<file path="config.mk">
export PLATFORM = sky130hd
export DESIGN_NAME = rml_top
export DESIGN_NICKNAME = d
export VERILOG_FILES = /design/src/verilog/rml_sync.v /design/src/verilog/rml_top.v
export VERILOG_INCLUDE_DIRS = /design/src /design/src/pkg
export SDC_FILE = /design/constraint.sdc
export NUM_CORES = 1
export LEC_CHECK = 0
export ABC_AREA = 1
export BUFFER_PORTS_ARGS = -buffer_cell sky130_fd_sc_hd__clkbuf_2
export CORE_ASPECT_RATIO = 0.6
export CORE_MARGIN = 10
export CORE_UTILIZATION = 44
export DETAILED_ROUTE_END_ITERATION = 7
export PLACE_DENSITY = 0.8
export SYNTH_ARGS = -nofsm -noshare
export SYNTH_HDL_FRONTEND = slang
export SYNTH_SLANG_ARGS = --single-unit
</file>
<file path="constraint.sdc">
create_clock -name i_clk -period 1.25 [get_ports i_clk]
set_input_delay 0.25 -clock i_clk [delete_from_list [all_inputs] [get_ports i_clk]]
set_output_delay 0.25 -clock i_clk [all_outputs]
set_load 0.005 [all_outputs]
</file>
<file path="src/pkg/rml_regs.vh">
// Register offsets, field positions, reset values and timing counts
`ifndef RML_REGS_VH
`define RML_REGS_VH
// Register byte offsets
`define RML_OFF_MODE 12'h000
`define RML_OFF_PLL 12'h004
`define RML_OFF_IRQCFG 12'h008
`define RML_OFF_STATUS 12'h00c
`define RML_OFF_MASK 12'h010
`define RML_OFF_STATE 12'h014
// Mode field: bit0 first pin, bit1 second pin, bit2 third pin
`define RML_MODE_W 3
// PLL control fields
`define RML_PLL_EN_BIT 0
// Interrupt config: edge select bits (1 = falling edge, 0 = low level)
`define RML_CFG_NMI_EDGE 0
`define RML_CFG_IRQ1_EDGE 1
`define RML_CFG_IRQ2_EDGE 2
// Status / mask bits
`define RML_ST_NMI 0
`define RML_ST_IRQ1 1
`define RML_ST_IRQ2 2
`define RML_ST_W 3
// State register bits
`define RML_SR_PINS_IRQ 0
`define RML_SR_LOCK 1
`define RML_SR_STOP 2
// Reset values
`define RML_RST_CFG 3'h0
`define RML_RST_MASK 3'h0
// Cycles after the mode latch, counted while the PLL is locked or disabled, before the mode pins become request inputs
`define RML_SWITCH_CYC 8
// Bus answers
`define RML_RESP_OKAY 2'h0
`define RML_RESP_SLVERR 2'h2
`endif

</file>
<file path="src/verilog/rml_sync.v">
// Two-flop synchroniser with falling edge and low-level detection
`timescale 1ns/10ps
`default_nettype none
module rml_sync (
    input wire i_clk, // Core clock
    input wire i_rstn, // Async reset, active low
    input wire i_pin, // Asynchronous request pin, active low
    input wire i_en, // Detection enabled
    input wire i_edge, // 1 falling edge, 0 low level
    output wire o_req // Request pulse or level
);
    reg s1_ff;
    reg s2_ff;
    reg s3_ff;
    // Synchroniser chain; idle high
    always @(posedge i_clk or negedge i_rstn)
    begin
        if (!i_rstn)
        begin
            s1_ff <= 1'b1;
            s2_ff <= 1'b1;
            s3_ff <= 1'b1;
        end
        else
        begin
            s1_ff <= i_pin;
            s2_ff <= s1_ff;
            s3_ff <= s2_ff;
        end
    end
    // Edge or level request, only from synchronised stages
    assign o_req = i_en & (i_edge ? (s3_ff & ~s2_ff) : ~s2_ff);
endmodule // rml_sync
`default_nettype wire

</file>
<file path="src/verilog/rml_top.v">
// Reset mode latch, PLL init sample and external interrupt requests
//
// Design decisions made here: the AXI4-Lite interface to the registers and the register addresses.
`timescale 1ns/10ps
`default_nettype none
`include "rml_regs.vh"
module rml_top #(
    parameter SWITCH_CYC = `RML_SWITCH_CYC // Cycles until pins turn to IRQ
) (
    input wire i_clk, // Core clock 50 MHz
    input wire i_rstn, // Hardware reset, active low, async
    input wire i_mode_pin_first, // Mode pin 1 / first maskable request
    input wire i_mode_pin_second, // Mode pin 2 / second maskable request
    input wire i_mode_pin_third, // Mode pin 3 / NMI request
    input wire i_pll_initial_pin, // PLL initial enable pin
    input wire i_pll_locked, // PLL reports lock
    input wire i_stop, // Processor enters stop state (pulse)
    input wire [11:0] i_awaddr, // Write address
    input wire i_awvalid, // Write address valid
    output wire o_awready, // Write address ready
    input wire [31:0] i_wdata, // Write data
    input wire [3:0] i_wstrb, // Write strobes
    input wire i_wvalid, // Write data valid
    output wire o_wready, // Write data ready
    output reg [1:0] o_bresp, // Write response
    output reg o_bvalid, // Write response valid
    input wire i_bready, // Write response ready
    input wire [11:0] i_araddr, // Read address
    input wire i_arvalid, // Read address valid
    output wire o_arready, // Read address ready
    output reg [31:0] o_rdata, // Read data
    output reg [1:0] o_rresp, // Read response
    output reg o_rvalid, // Read data valid
    input wire i_rready, // Read data ready
    output wire o_core_rstn, // Internal reset, active low
    output wire [2:0] o_mode, // Operating mode
    output wire o_pll_enable_bit, // PLL enable
    output wire o_phase_lock_indicator, // PLL lock indicator pin
    output wire o_nmi, // Non-maskable interrupt request
    output wire o_irq, // Maskable interrupt level
    output wire o_stop // Processor held in stop state
);
    reg rs1_ff;
    reg rs2_ff;
    reg run_ff;
    reg [2:0] mode_ff;
    reg pen_ff;
    reg [15:0] cnt_ff;
    reg pins_irq_ff;
    reg [2:0] cfg_ff;
    reg [2:0] st_ff;
    reg [2:0] mask_ff;
    reg lock_ff;
    reg stop_ff;
    reg nmi_ff;
    reg aw_ff;
    reg w_ff;
    reg [11:0] awaddr_ff;
    reg [31:0] wdata_ff;
    reg [3:0] wstrb_ff;
    reg [2:0] nxt_st;
    reg [2:0] nxt_mode;
    reg [31:0] rd_val;
    reg rd_ok;
    wire nmi_req;
    wire irq1_req;
    wire irq2_req;
    wire wr_go;
    wire wr_ok;
    wire [2:0] w1c;
    wire [2:0] wr_mask;
    // Switch count widened to a fixed width so the cut to 16 bits is explicit
    localparam [31:0] SWITCH_W = SWITCH_CYC;

    // Reset release synchroniser, asserts async, deasserts on clock
    always @(posedge i_clk or negedge i_rstn)
    begin
        if (!i_rstn)
        begin
            rs1_ff <= 1'b0;
            rs2_ff <= 1'b0;
        end
        else
        begin
            rs1_ff <= 1'b1;
            rs2_ff <= rs1_ff;
        end
    end
    assign o_core_rstn = rs2_ff;

    // Pin sample at first clock after internal reset release
    always @(posedge i_clk or negedge i_rstn)
    begin
        if (!i_rstn)
        begin
            run_ff <= 1'b0;
            mode_ff <= 3'h0;
            pen_ff <= 1'b0;
        end
        else if (rs2_ff && !run_ff)
        begin
            run_ff <= 1'b1;
            mode_ff <= {i_mode_pin_third, i_mode_pin_second,
                i_mode_pin_first};
            pen_ff <= i_pll_initial_pin;
        end
        else
        begin
            mode_ff <= nxt_mode;
            if (wr_ok && awaddr_ff == `RML_OFF_PLL && wstrb_ff[0])
                pen_ff <= wdata_ff[`RML_PLL_EN_BIT];
        end
    end

    // Count to the pin function switch, gated by PLL stabilisation
    always @(posedge i_clk or negedge i_rstn)
    begin
        if (!i_rstn)
        begin
            cnt_ff <= 16'h0000;
            pins_irq_ff <= 1'b0;
        end
        else if (run_ff && !pins_irq_ff && (i_pll_locked || !pen_ff))
        begin
            if (cnt_ff >= SWITCH_W[15:0] - 16'h0001)
                pins_irq_ff <= 1'b1;
            else
                cnt_ff <= cnt_ff + 16'h0001;
        end
    end

    // Lock indicator low after reset until the enabled PLL locks
    always @(posedge i_clk or negedge i_rstn)
    begin
        if (!i_rstn)
            lock_ff <= 1'b0;
        else
            lock_ff <= run_ff & pen_ff & i_pll_locked;
    end
    assign o_phase_lock_indicator = lock_ff;

    // Synchronised request detectors
    rml_sync u_nmi (
        .i_clk(i_clk),
        .i_rstn(i_rstn),
        .i_pin(i_mode_pin_third),
        .i_en(pins_irq_ff),
        .i_edge(cfg_ff[`RML_CFG_NMI_EDGE]),
        .o_req(nmi_req)
    );
    rml_sync u_irq1 (
        .i_clk(i_clk),
        .i_rstn(i_rstn),
        .i_pin(i_mode_pin_first),
        .i_en(pins_irq_ff),
        .i_edge(cfg_ff[`RML_CFG_IRQ1_EDGE]),
        .o_req(irq1_req)
    );
    rml_sync u_irq2 (
        .i_clk(i_clk),
        .i_rstn(i_rstn),
        .i_pin(i_mode_pin_second),
        .i_en(pins_irq_ff),
        .i_edge(cfg_ff[`RML_CFG_IRQ2_EDGE]),
        .o_req(irq2_req)
    );

    // Write channel capture, address and data in either order
    assign o_awready = !aw_ff && !o_bvalid;
    assign o_wready = !w_ff && !o_bvalid;
    assign wr_go = aw_ff && w_ff && !o_bvalid;
    assign wr_ok = wr_go && (awaddr_ff == `RML_OFF_MODE ||
        awaddr_ff == `RML_OFF_PLL || awaddr_ff == `RML_OFF_IRQCFG ||
        awaddr_ff == `RML_OFF_STATUS || awaddr_ff == `RML_OFF_MASK);
    always @(posedge i_clk or negedge i_rstn)
    begin
        if (!i_rstn)
        begin
            aw_ff <= 1'b0;
            w_ff <= 1'b0;
            awaddr_ff <= 12'h000;
            wdata_ff <= 32'h0000_0000;
            wstrb_ff <= 4'h0;
            o_bvalid <= 1'b0;
            o_bresp <= `RML_RESP_OKAY;
        end
        else
        begin
            if (i_awvalid && o_awready)
            begin
                aw_ff <= 1'b1;
                awaddr_ff <= {i_awaddr[11:2], 2'b00};
            end
            if (i_wvalid && o_wready)
            begin
                w_ff <= 1'b1;
                wdata_ff <= i_wdata;
                wstrb_ff <= i_wstrb;
            end
            if (wr_go)
            begin
                aw_ff <= 1'b0;
                w_ff <= 1'b0;
                o_bvalid <= 1'b1;
                o_bresp <= wr_ok ? `RML_RESP_OKAY : `RML_RESP_SLVERR;
            end
            else if (o_bvalid && i_bready)
                o_bvalid <= 1'b0;
        end
    end

    // Software mode overwrite
    always @*
    begin
        nxt_mode = mode_ff;
        if (wr_ok && awaddr_ff == `RML_OFF_MODE && wstrb_ff[0])
            nxt_mode = wdata_ff[2:0];
    end

    // Sticky status, set wins over write-one-to-clear
    assign wr_mask = {3{wr_ok && wstrb_ff[0]}};
    assign w1c = (awaddr_ff == `RML_OFF_STATUS) ?
        (wdata_ff[2:0] & wr_mask) : 3'h0;
    always @*
    begin
        nxt_st = st_ff & ~w1c;
        if (nmi_req)
            nxt_st[`RML_ST_NMI] = 1'b1;
        if (irq1_req)
            nxt_st[`RML_ST_IRQ1] = 1'b1;
        if (irq2_req)
            nxt_st[`RML_ST_IRQ2] = 1'b1;
    end

    // Config, mask, status and stop state
    always @(posedge i_clk or negedge i_rstn)
    begin
        if (!i_rstn)
        begin
            cfg_ff <= `RML_RST_CFG;
            mask_ff <= `RML_RST_MASK;
            st_ff <= 3'h0;
            stop_ff <= 1'b0;
            nmi_ff <= 1'b0;
        end
        else
        begin
            st_ff <= nxt_st;
            if (wr_ok && wstrb_ff[0] && awaddr_ff == `RML_OFF_IRQCFG)
                cfg_ff <= wdata_ff[2:0];
            if (wr_ok && wstrb_ff[0] && awaddr_ff == `RML_OFF_MASK)
                mask_ff <= wdata_ff[2:0];
            if (irq1_req)
                stop_ff <= 1'b0;
            else if (i_stop)
                stop_ff <= 1'b1;
            nmi_ff <= nxt_st[`RML_ST_NMI];
        end
    end
    assign o_nmi = nmi_ff;
    assign o_irq = |(st_ff & mask_ff & {2'b11, 1'b0});
    assign o_stop = stop_ff;
    assign o_mode = mode_ff;
    assign o_pll_enable_bit = pen_ff;

    // Read decode
    always @*
    begin
        rd_val = 32'h0000_0000;
        rd_ok = 1'b1;
        case ({i_araddr[11:2], 2'b00})
            `RML_OFF_MODE: rd_val = {29'h0, mode_ff};
            `RML_OFF_PLL: rd_val = {31'h0, pen_ff};
            `RML_OFF_IRQCFG: rd_val = {29'h0, cfg_ff};
            `RML_OFF_STATUS: rd_val = {29'h0, st_ff};
            `RML_OFF_MASK: rd_val = {29'h0, mask_ff};
            `RML_OFF_STATE: rd_val = {29'h0, stop_ff, lock_ff, pins_irq_ff};
            default: rd_ok = 1'b0;
        endcase
    end

    // Read channel
    assign o_arready = !o_rvalid;
    always @(posedge i_clk or negedge i_rstn)
    begin
        if (!i_rstn)
        begin
            o_rvalid <= 1'b0;
            o_rdata <= 32'h0000_0000;
            o_rresp <= `RML_RESP_OKAY;
        end
        else if (i_arvalid && o_arready)
        begin
            o_rvalid <= 1'b1;
            o_rdata <= rd_val;
            o_rresp <= rd_ok ? `RML_RESP_OKAY : `RML_RESP_SLVERR;
        end
        else if (o_rvalid && i_rready)
            o_rvalid <= 1'b0;
    end
endmodule // rml_top
`default_nettype wire

</file>
==> results of run 1 <==
[cells in the mapped netlist (2+ instances only)]
cell type  count  area (um2)
nand4_1        3       18.77
o21ai_1        4       20.02
mux2_2         8       90.09
nor3_1         3       15.01
buf_4         32       240.2
nor2_1        45       168.9
o21ai_0        5       25.02
inv_1         31       116.4
a21oi_1        9       45.04
nor2_2         3       18.77
conb_1         2       7.510
o21bai_1       2       15.01
or2_1          2       12.51
nand3_2        2       20.02
nand2_1       73       274.0
clkbuf_1      12       45.04
nand3_1       28       140.1
inv_2          5       18.77
dfstp_2        9       236.5
dfrtp_1       58        1451
nand2_2        3       18.77
[cells by family after synthesis]
family          after synthesis  synth area share
compound gates               24           0.04407
fa+ha+maj                     1          0.004006
buf+inv                      82            0.1374
flops                        67            0.5405
mux                           8           0.02885
other cells                   2          0.002405
simple gates                167            0.2428
[power by group]
part	internal [mW]	switching [mW]	total (mW)
sequential	2.51	0.358	2.87
combinational	0.760	0.851	1.61
clock	1.80	0.942	2.74
[layer usage]
| layer | share of wire | wire length, um |
|---|---|---|
| met1 | 0.41 | 3344 |
| met2 | 0.46 | 3737 |
| met3 | 0.11 | 910 |
| met4 | 0.0088 | 71 |
| met5 | 0 | 0 |
[flip-flops by register name, indices dropped and copies added (netlist names), 3 cells and up]
name	flops
o_rdata	3
o_mode	3
wdata_ff	3
mask_ff	3
st_ff	3
cnt_ff	16
cfg_ff	3
awaddr_ff	10
[worst min-delay path by stage]
stage / start / to / slack, ns / cells past startpoint
5_1_grt: i_mode_pin_second / u_irq2.s1_ff / 0.01 / 1
4_1_cts: i_mode_pin_third / u_nmi.s1_ff / 0.008 / 1
6_report: i_mode_pin_second / u_irq2.s1_ff / 0.02 / 1
2_1_floorplan: i_rstn / aw_ff / -0.05 / 0
3_3_place_gp: i_rstn / w_ff / 0.16 / 1
3_5_place_dp: i_rstn / w_ff / 0.17 / 1
[placed cells by master (no fill, tap or decap), types with 2 or more instances in the layout]
cell,Yosys,routed
nand2_2,3,9
o21ai_1,4,2
nand3_2,2,2
inv_2,5,8
nor2_2,3,11
nand2_4,0,2
or2_1,2,2
o21ai_0,5,5
dfrtp_1,58,57
nor3_1,3,3
bufinv_16,0,2
clkbuf_16,0,9
nor2_4,1,3
nand3_1,28,27
conb_1,2,32
inv_1,31,27
clkbuf_2,0,54
dfstp_2,9,9
o21bai_1,2,2
buf_6,0,3
mux2_2,8,8
buf_4,32,33
nor3_4,1,2
nor2_1,45,35
o21ai_2,0,2
a21oi_1,9,9
clkinvlp_4,0,2
buf_12,0,2
nand2_1,73,65
nand4_1,3,3
[repair_timing]
item / CTS / global route
cloned: 0 / 0
endpoints found under the hold margin: 7 / 0
hold buffers: 1 / 0
endpoints found under the setup margin: 35 / 32
resized for setup: 14 / 24
setup buffers: 12 / 7
pin swaps: 13 / 15
[area by class of cell]
class	instances	share of cell area
clock buffers	10	0.05839
flip-flops and latches	67	0.4127
repair buffers	94	0.1483
well taps	87	0.02660
multi-input cells	232	0.2978
inverters	37	0.03455
clock inverters	6	0.02171
[metrics by stage]
step | setup TNS [ns] | power [mW] | cells
2_1_floorplan | -0.03383 | 3.523 | 381
3_3_place_gp | -1.415 | 4.023 | 500
3_5_place_dp | -2.561 | 4.092 | 500
4_1_cts | -2.864 | 7.047 | 529
5_1_grt | -5.992 | 7.579 | 533
6_report | -3.715 | 7.223 | 533
==> metrics.yaml, run 1 <==
synth_cell_type_count: 33
arrival_ns: 1.76
clock_latency_ns: 0.33
cts-root-buf: "clkbuf_16"
r2r-end: "mask_ff[0]"
ys_seq_area_frac: 0.5405
hold_violations: 0
min_period_ns: 1.537
start_kind: "flop"
finalWorstSetupSlack_ns: -0.2873
cp_max_fo: 4
gr-total-overflow: 0
cp_num_buf_inv: 0
crit_path_max_incr_delay_ns: 0.40
rows: 23
reg2reg_from: "awaddr_ff[6]"
syn_area_mm2: 0.003123
place_congestion: 0.8901
critPathCapture: "mask_ff[0]"
grt_pass1_wl_um: 12450
area_delta_synth_final_pct: 31.05
postSynthAreaPerCell_um2: 8.897
grt.total_usage: 0.1443
ys_async_sr_fraction: 1.000
met2_usage: 0.2169
drive_gt1_frac: 0.3812
drv_cap: 0
vias_per_cell: 4.769
clock.fmax_ghz: 0.6505
vdd_drop_max_v: 0.001478
cellPowerDensity_mw_per_mm2: 1765
via_count: 2542
dpl-instance-area_mm2: 0.003507
status: "finished, violations left"
drt_iter0_markers: 160
setup_violations: 23
antenna_cells: 0
core-area_mm2: 0.006792
die_x_um: 128.8
violations: "negative setup slack"
dr.pass1.iters: 4
cts_sinks: 67
max-clock-path-buffers: 2
use_met3: 0.06584
slew_violations: 0
hold_class: "input pin to flop"
synth_edf_count: 0
cts_tree: "yes"
reg2regPathDepth: 10
cp_top_family: "simple AND/OR/NAND/NOR gates"
rsz0062_at_grt: "true"
wl_um: 8063
antenna_found_initial: 0
first_global_vias: 2570
ys_ff_latch: 67
fin_util: 0.6026
worstSetupPathType: "flop to flop"
cp-end-kind: "flop"
multi_input_area_mm2: 0.001219
ctsHtreeMaxLevel: 3
grt-busiest-layer: "met2"
cp_cell_sequence: "nor2_1 > nand2_2 > nor2_1 > nand2_1 > nand2_2 > nand2_4 > nor2_4 > nand2_2 > nand2_1 > nand2_1"
clk_pin_slew_ns: 0.06
worst_clock_skew_ns: 0.006630
postRouteAntennaNets: 0
dp_slack_ns: -0.1964
pin_count: 123
num-nets-final: 515
use_met1: 0.1773
die_area_mm2: 0.01098
initial_core_util: 0.4598
final_cell_area_mm2: 0.004093
period_share: 1.230
setup.worst_path.start: "awaddr_ff[6]"
cp.required_ns: 1.47
dpl.hpwl_um: 5783
synthCells: 351
regToRegSetupSlack_ns: -0.29
drc: 0
synthFlopType: "dfrtp_1"
crit_cells: 10
hold_ws_ns: 0.01605
ys_warn_count: 0
dieHeight_um: 85.26
fill_cells: 554
routedWlPerCell_um: 15.13
io_buffers: 55
numCtsBuffers: 9
seqCellArea_mm2: 0.001689
critPathSlowestCell: "dfrtp_1"
grt_start_max_net_pins: 32
total_leakage_power_nw: 2.165
Note: power is estimated with default switching activity, not from simulation.
==> inputs of run 2 (changes only) <==
Settings changed: ABC_AREA 1 to unset, ABC_CLOCK_PERIOD_IN_PS set to 1250, CORE_UTILIZATION 44 to 43.
==> run 2 against run 1 <==
Against the previous run:
- the flow still finishes with violations (negative setup slack)
- clock skew is 0.0017 ns lower
- critical endpoint is now o_mode[1]
- sequential power increased by 2%
- critical path type unchanged
- synthesized area is 6.4% lower
- setup slack worse by 0.46 ns
==> metrics.yaml, run 2 <==
use_met3: 0.06599
multi_input_area_mm2: 0.001262
synthFlopType: "dfrtp_1"
initial_core_util: 0.4399
rows: 23
clock.fmax_ghz: 0.5008
syn_area_mm2: 0.002924
place_congestion: 0.7910
total_leakage_power_nw: 2.057
drc: 0
crit_path_max_incr_delay_ns: 0.55
numCtsBuffers: 9
cts_sinks: 67
die_x_um: 126.5
antenna_found_initial: 0
final_common_cell: "dfrtp_1"
synth_top_cell_by_area: "dfrtp_1"
dieHeight_um: 83.88
vias_per_cell: 4.801
postSynthAreaPerCell_um2: 11.70
setup_violations: 34
cellPowerDensity_mw_per_mm2: 1949
use_met1: 0.1696
slew_violations: 0
ys_async_sr_fraction: 1.000
clk_pin_slew_ns: 0.05
min_period_ns: 1.997
ys_top_cells_by_area: "dfrtp_1 (50%), mux2_2 (8.9%), dfstp_2 (8.1%)"
seqCellArea_mm2: 0.001688
drv_cap: 0
cp-end-kind: "flop"
synth_edf_count: 0
wl_um: 7566
antenna_cells: 0
grt_start_max_net_pins: 63
io_buffers: 55
met2_usage: 0.2234
crit_cells: 4
hold_class: "input pin to flop"
start_kind: "flop"
hold_violations: 0
ys_warn_count: 0
finalWorstSetupSlack_ns: -0.7469
grt-busiest-layer: "met2"
cp_num_buf_inv: 0
cp.required_ns: 1.51
worstSetupPathType: "flop to flop"
p_int_mw: 5.801
num-nets-final: 429
dr.pass1.iters: 4
dpl.hpwl_um: 5308
hold_ws_ns: 0.03018
area_delta_synth_final_pct: 43.09
regMostFlops: "cnt_ff"
reg_top3: "cnt_ff: 16 flops, awaddr_ff: 10 flops"
status: "finished, violations left"
arrival_ns: 2.26
whs_path_depth: 1
routedWlPerCell_um: 16.93
cp_top_family: "simple AND/OR/NAND/NOR gates"
reg2regPathDepth: 4
p_clk_frac: 0.298
first_global_vias: 2387
netSwitchingFraction: 0.2887
worst_clock_skew_ns: 0.004965
pin_count: 123
grt_pass1_wl_um: 12180
synth_cell_type_count: 43
via_count: 2146
drt_iter0_markers: 155
clock_latency_ns: 0.33
rsz0062_at_grt: "true"
core-area_mm2: 0.006648
die_area_mm2: 0.01061
critPathSlowestCell: "or4_4"
ctsHtreeMaxLevel: 3
final_cell_mix: "dfrtp_1 (58), clkbuf_2 (52), buf_4 (38)"
p_seq_frac: 0.358
ys_ff_latch: 67
period_share: 1.598
postRouteAntennaNets: 0
gr-total-overflow: 0
p_comb_frac: 0.344
largest_reg_flops: 16
fin_cells: 447
synth_top_area_share: 0.4964
cts-root-buf: "clkbuf_16"
setup_tns_ns: -11.36
dp_slack_ns: -0.7392
synth_common_cells: "dfrtp_1 (58), buf_4 (31), mux2_2 (23)"
grt.total_usage: 0.1407
dp_cells: 416
max-clock-path-buffers: 2
yosysMostFrequentCell: "dfrtp_1"
drive_gt1_frac: 0.5194
synthCells: 250
violations: "negative setup slack"
ys_seq_area_frac: 0.5772
cp_cell_sequence: "or4b_4 > or4_4 > or3b_1 > nand3_1"
vdd_drop_max_v: 0.0008710
fill_cells: 508
p_sw_mw: 2.355
cp_max_fo: 4
cts_tree: "yes"
-- run 2: logic make-up after synthesis --
family,synth area share
and+or+nand+nor,0.1391
adders and majority gates,0.004278
xor gates and xnor gates,0.002996
muxes,0.09885
AOI/OAI and AO/OA,0.06718
other,0.002568
DFF,0.5772
buffers and inverters,0.1078
-- run 2: path summary, 6_finish.rpt --
path / startpoint / endpoint / slack, ns
max: awaddr_ff[4] / o_mode[1] / -0.75
min: i_mode_pin_second / u_irq2.s1_ff / 0.03
max reg2reg: awaddr_ff[4] / o_mode[1] / -0.75
min reg2reg: u_irq2.s1_ff / u_irq2.s2_ff / 0.35
max in group asynchronous: i_rstn / u_irq2.s1_ff / 0.36
min in group asynchronous: i_rstn / o_rdata[2] / 0.29
-- run 2: per-stage QoR --
| step | cell area [um2] | utilization | power (mW) |
|---|---|---|---|
| floorplan | 3159 | - | 3.970 |
| global placement | 3551 | 0.5342 | 4.856 |
| detailed placement | 3551 | 0.5342 | 4.949 |
| CTS | 4128 | 0.6209 | 8.013 |
| global route | 4184 | 0.6294 | 8.554 |
| finish | 4184 | 0.6294 | 8.156 |
-- run 2: area by class of cell --
| class | count | area share |
|---|---|---|
| clock inverter | 5 | 0.01286 |
| inverter | 6 | 0.005383 |
| tap | 87 | 0.02602 |
| timing repair buffer | 111 | 0.1950 |
| multi-input combinational | 160 | 0.3017 |
| sequential | 67 | 0.4034 |
| clock buffer | 11 | 0.05562 |
-- run 2: worst register-to-register path: stages, from the launching register on --
cell     delay, ns
dfrtp_1       0.37
or4b_4        0.52
or4_4         0.55
or3b_1        0.39
nand3_1       0.09
-- run 2: power by group through the flow --
stage,Sequential [mW],Clock (mW),Combinational (mW)
6_report,2.92,2.43,2.80
5_1_grt,2.97,2.57,3.01
4_1_cts,2.91,2.47,2.64
3_5_place_dp,2.92,0,2.03
3_3_place_gp,2.90,0,1.95
2_1_floorplan,2.90,0,1.07
-- run 2: metal layers --
layer | vias to the layer above | part of all wire
met5 | - | 0
met4 | 0 | 0.0059
met3 | 5 | 0.074
met2 | 63 | 0.49
met1 | 1064 | 0.43
li1 | 1014 | -
-- run 2: repair_timing --
item	CTS	global route
buffers inserted	11	6
hold buffers	1	0
endpoints found under the setup margin	37	40
gates cloned	1	0
endpoints found under the hold margin	5	0
gates resized for setup	35	15
pin swaps	9	11
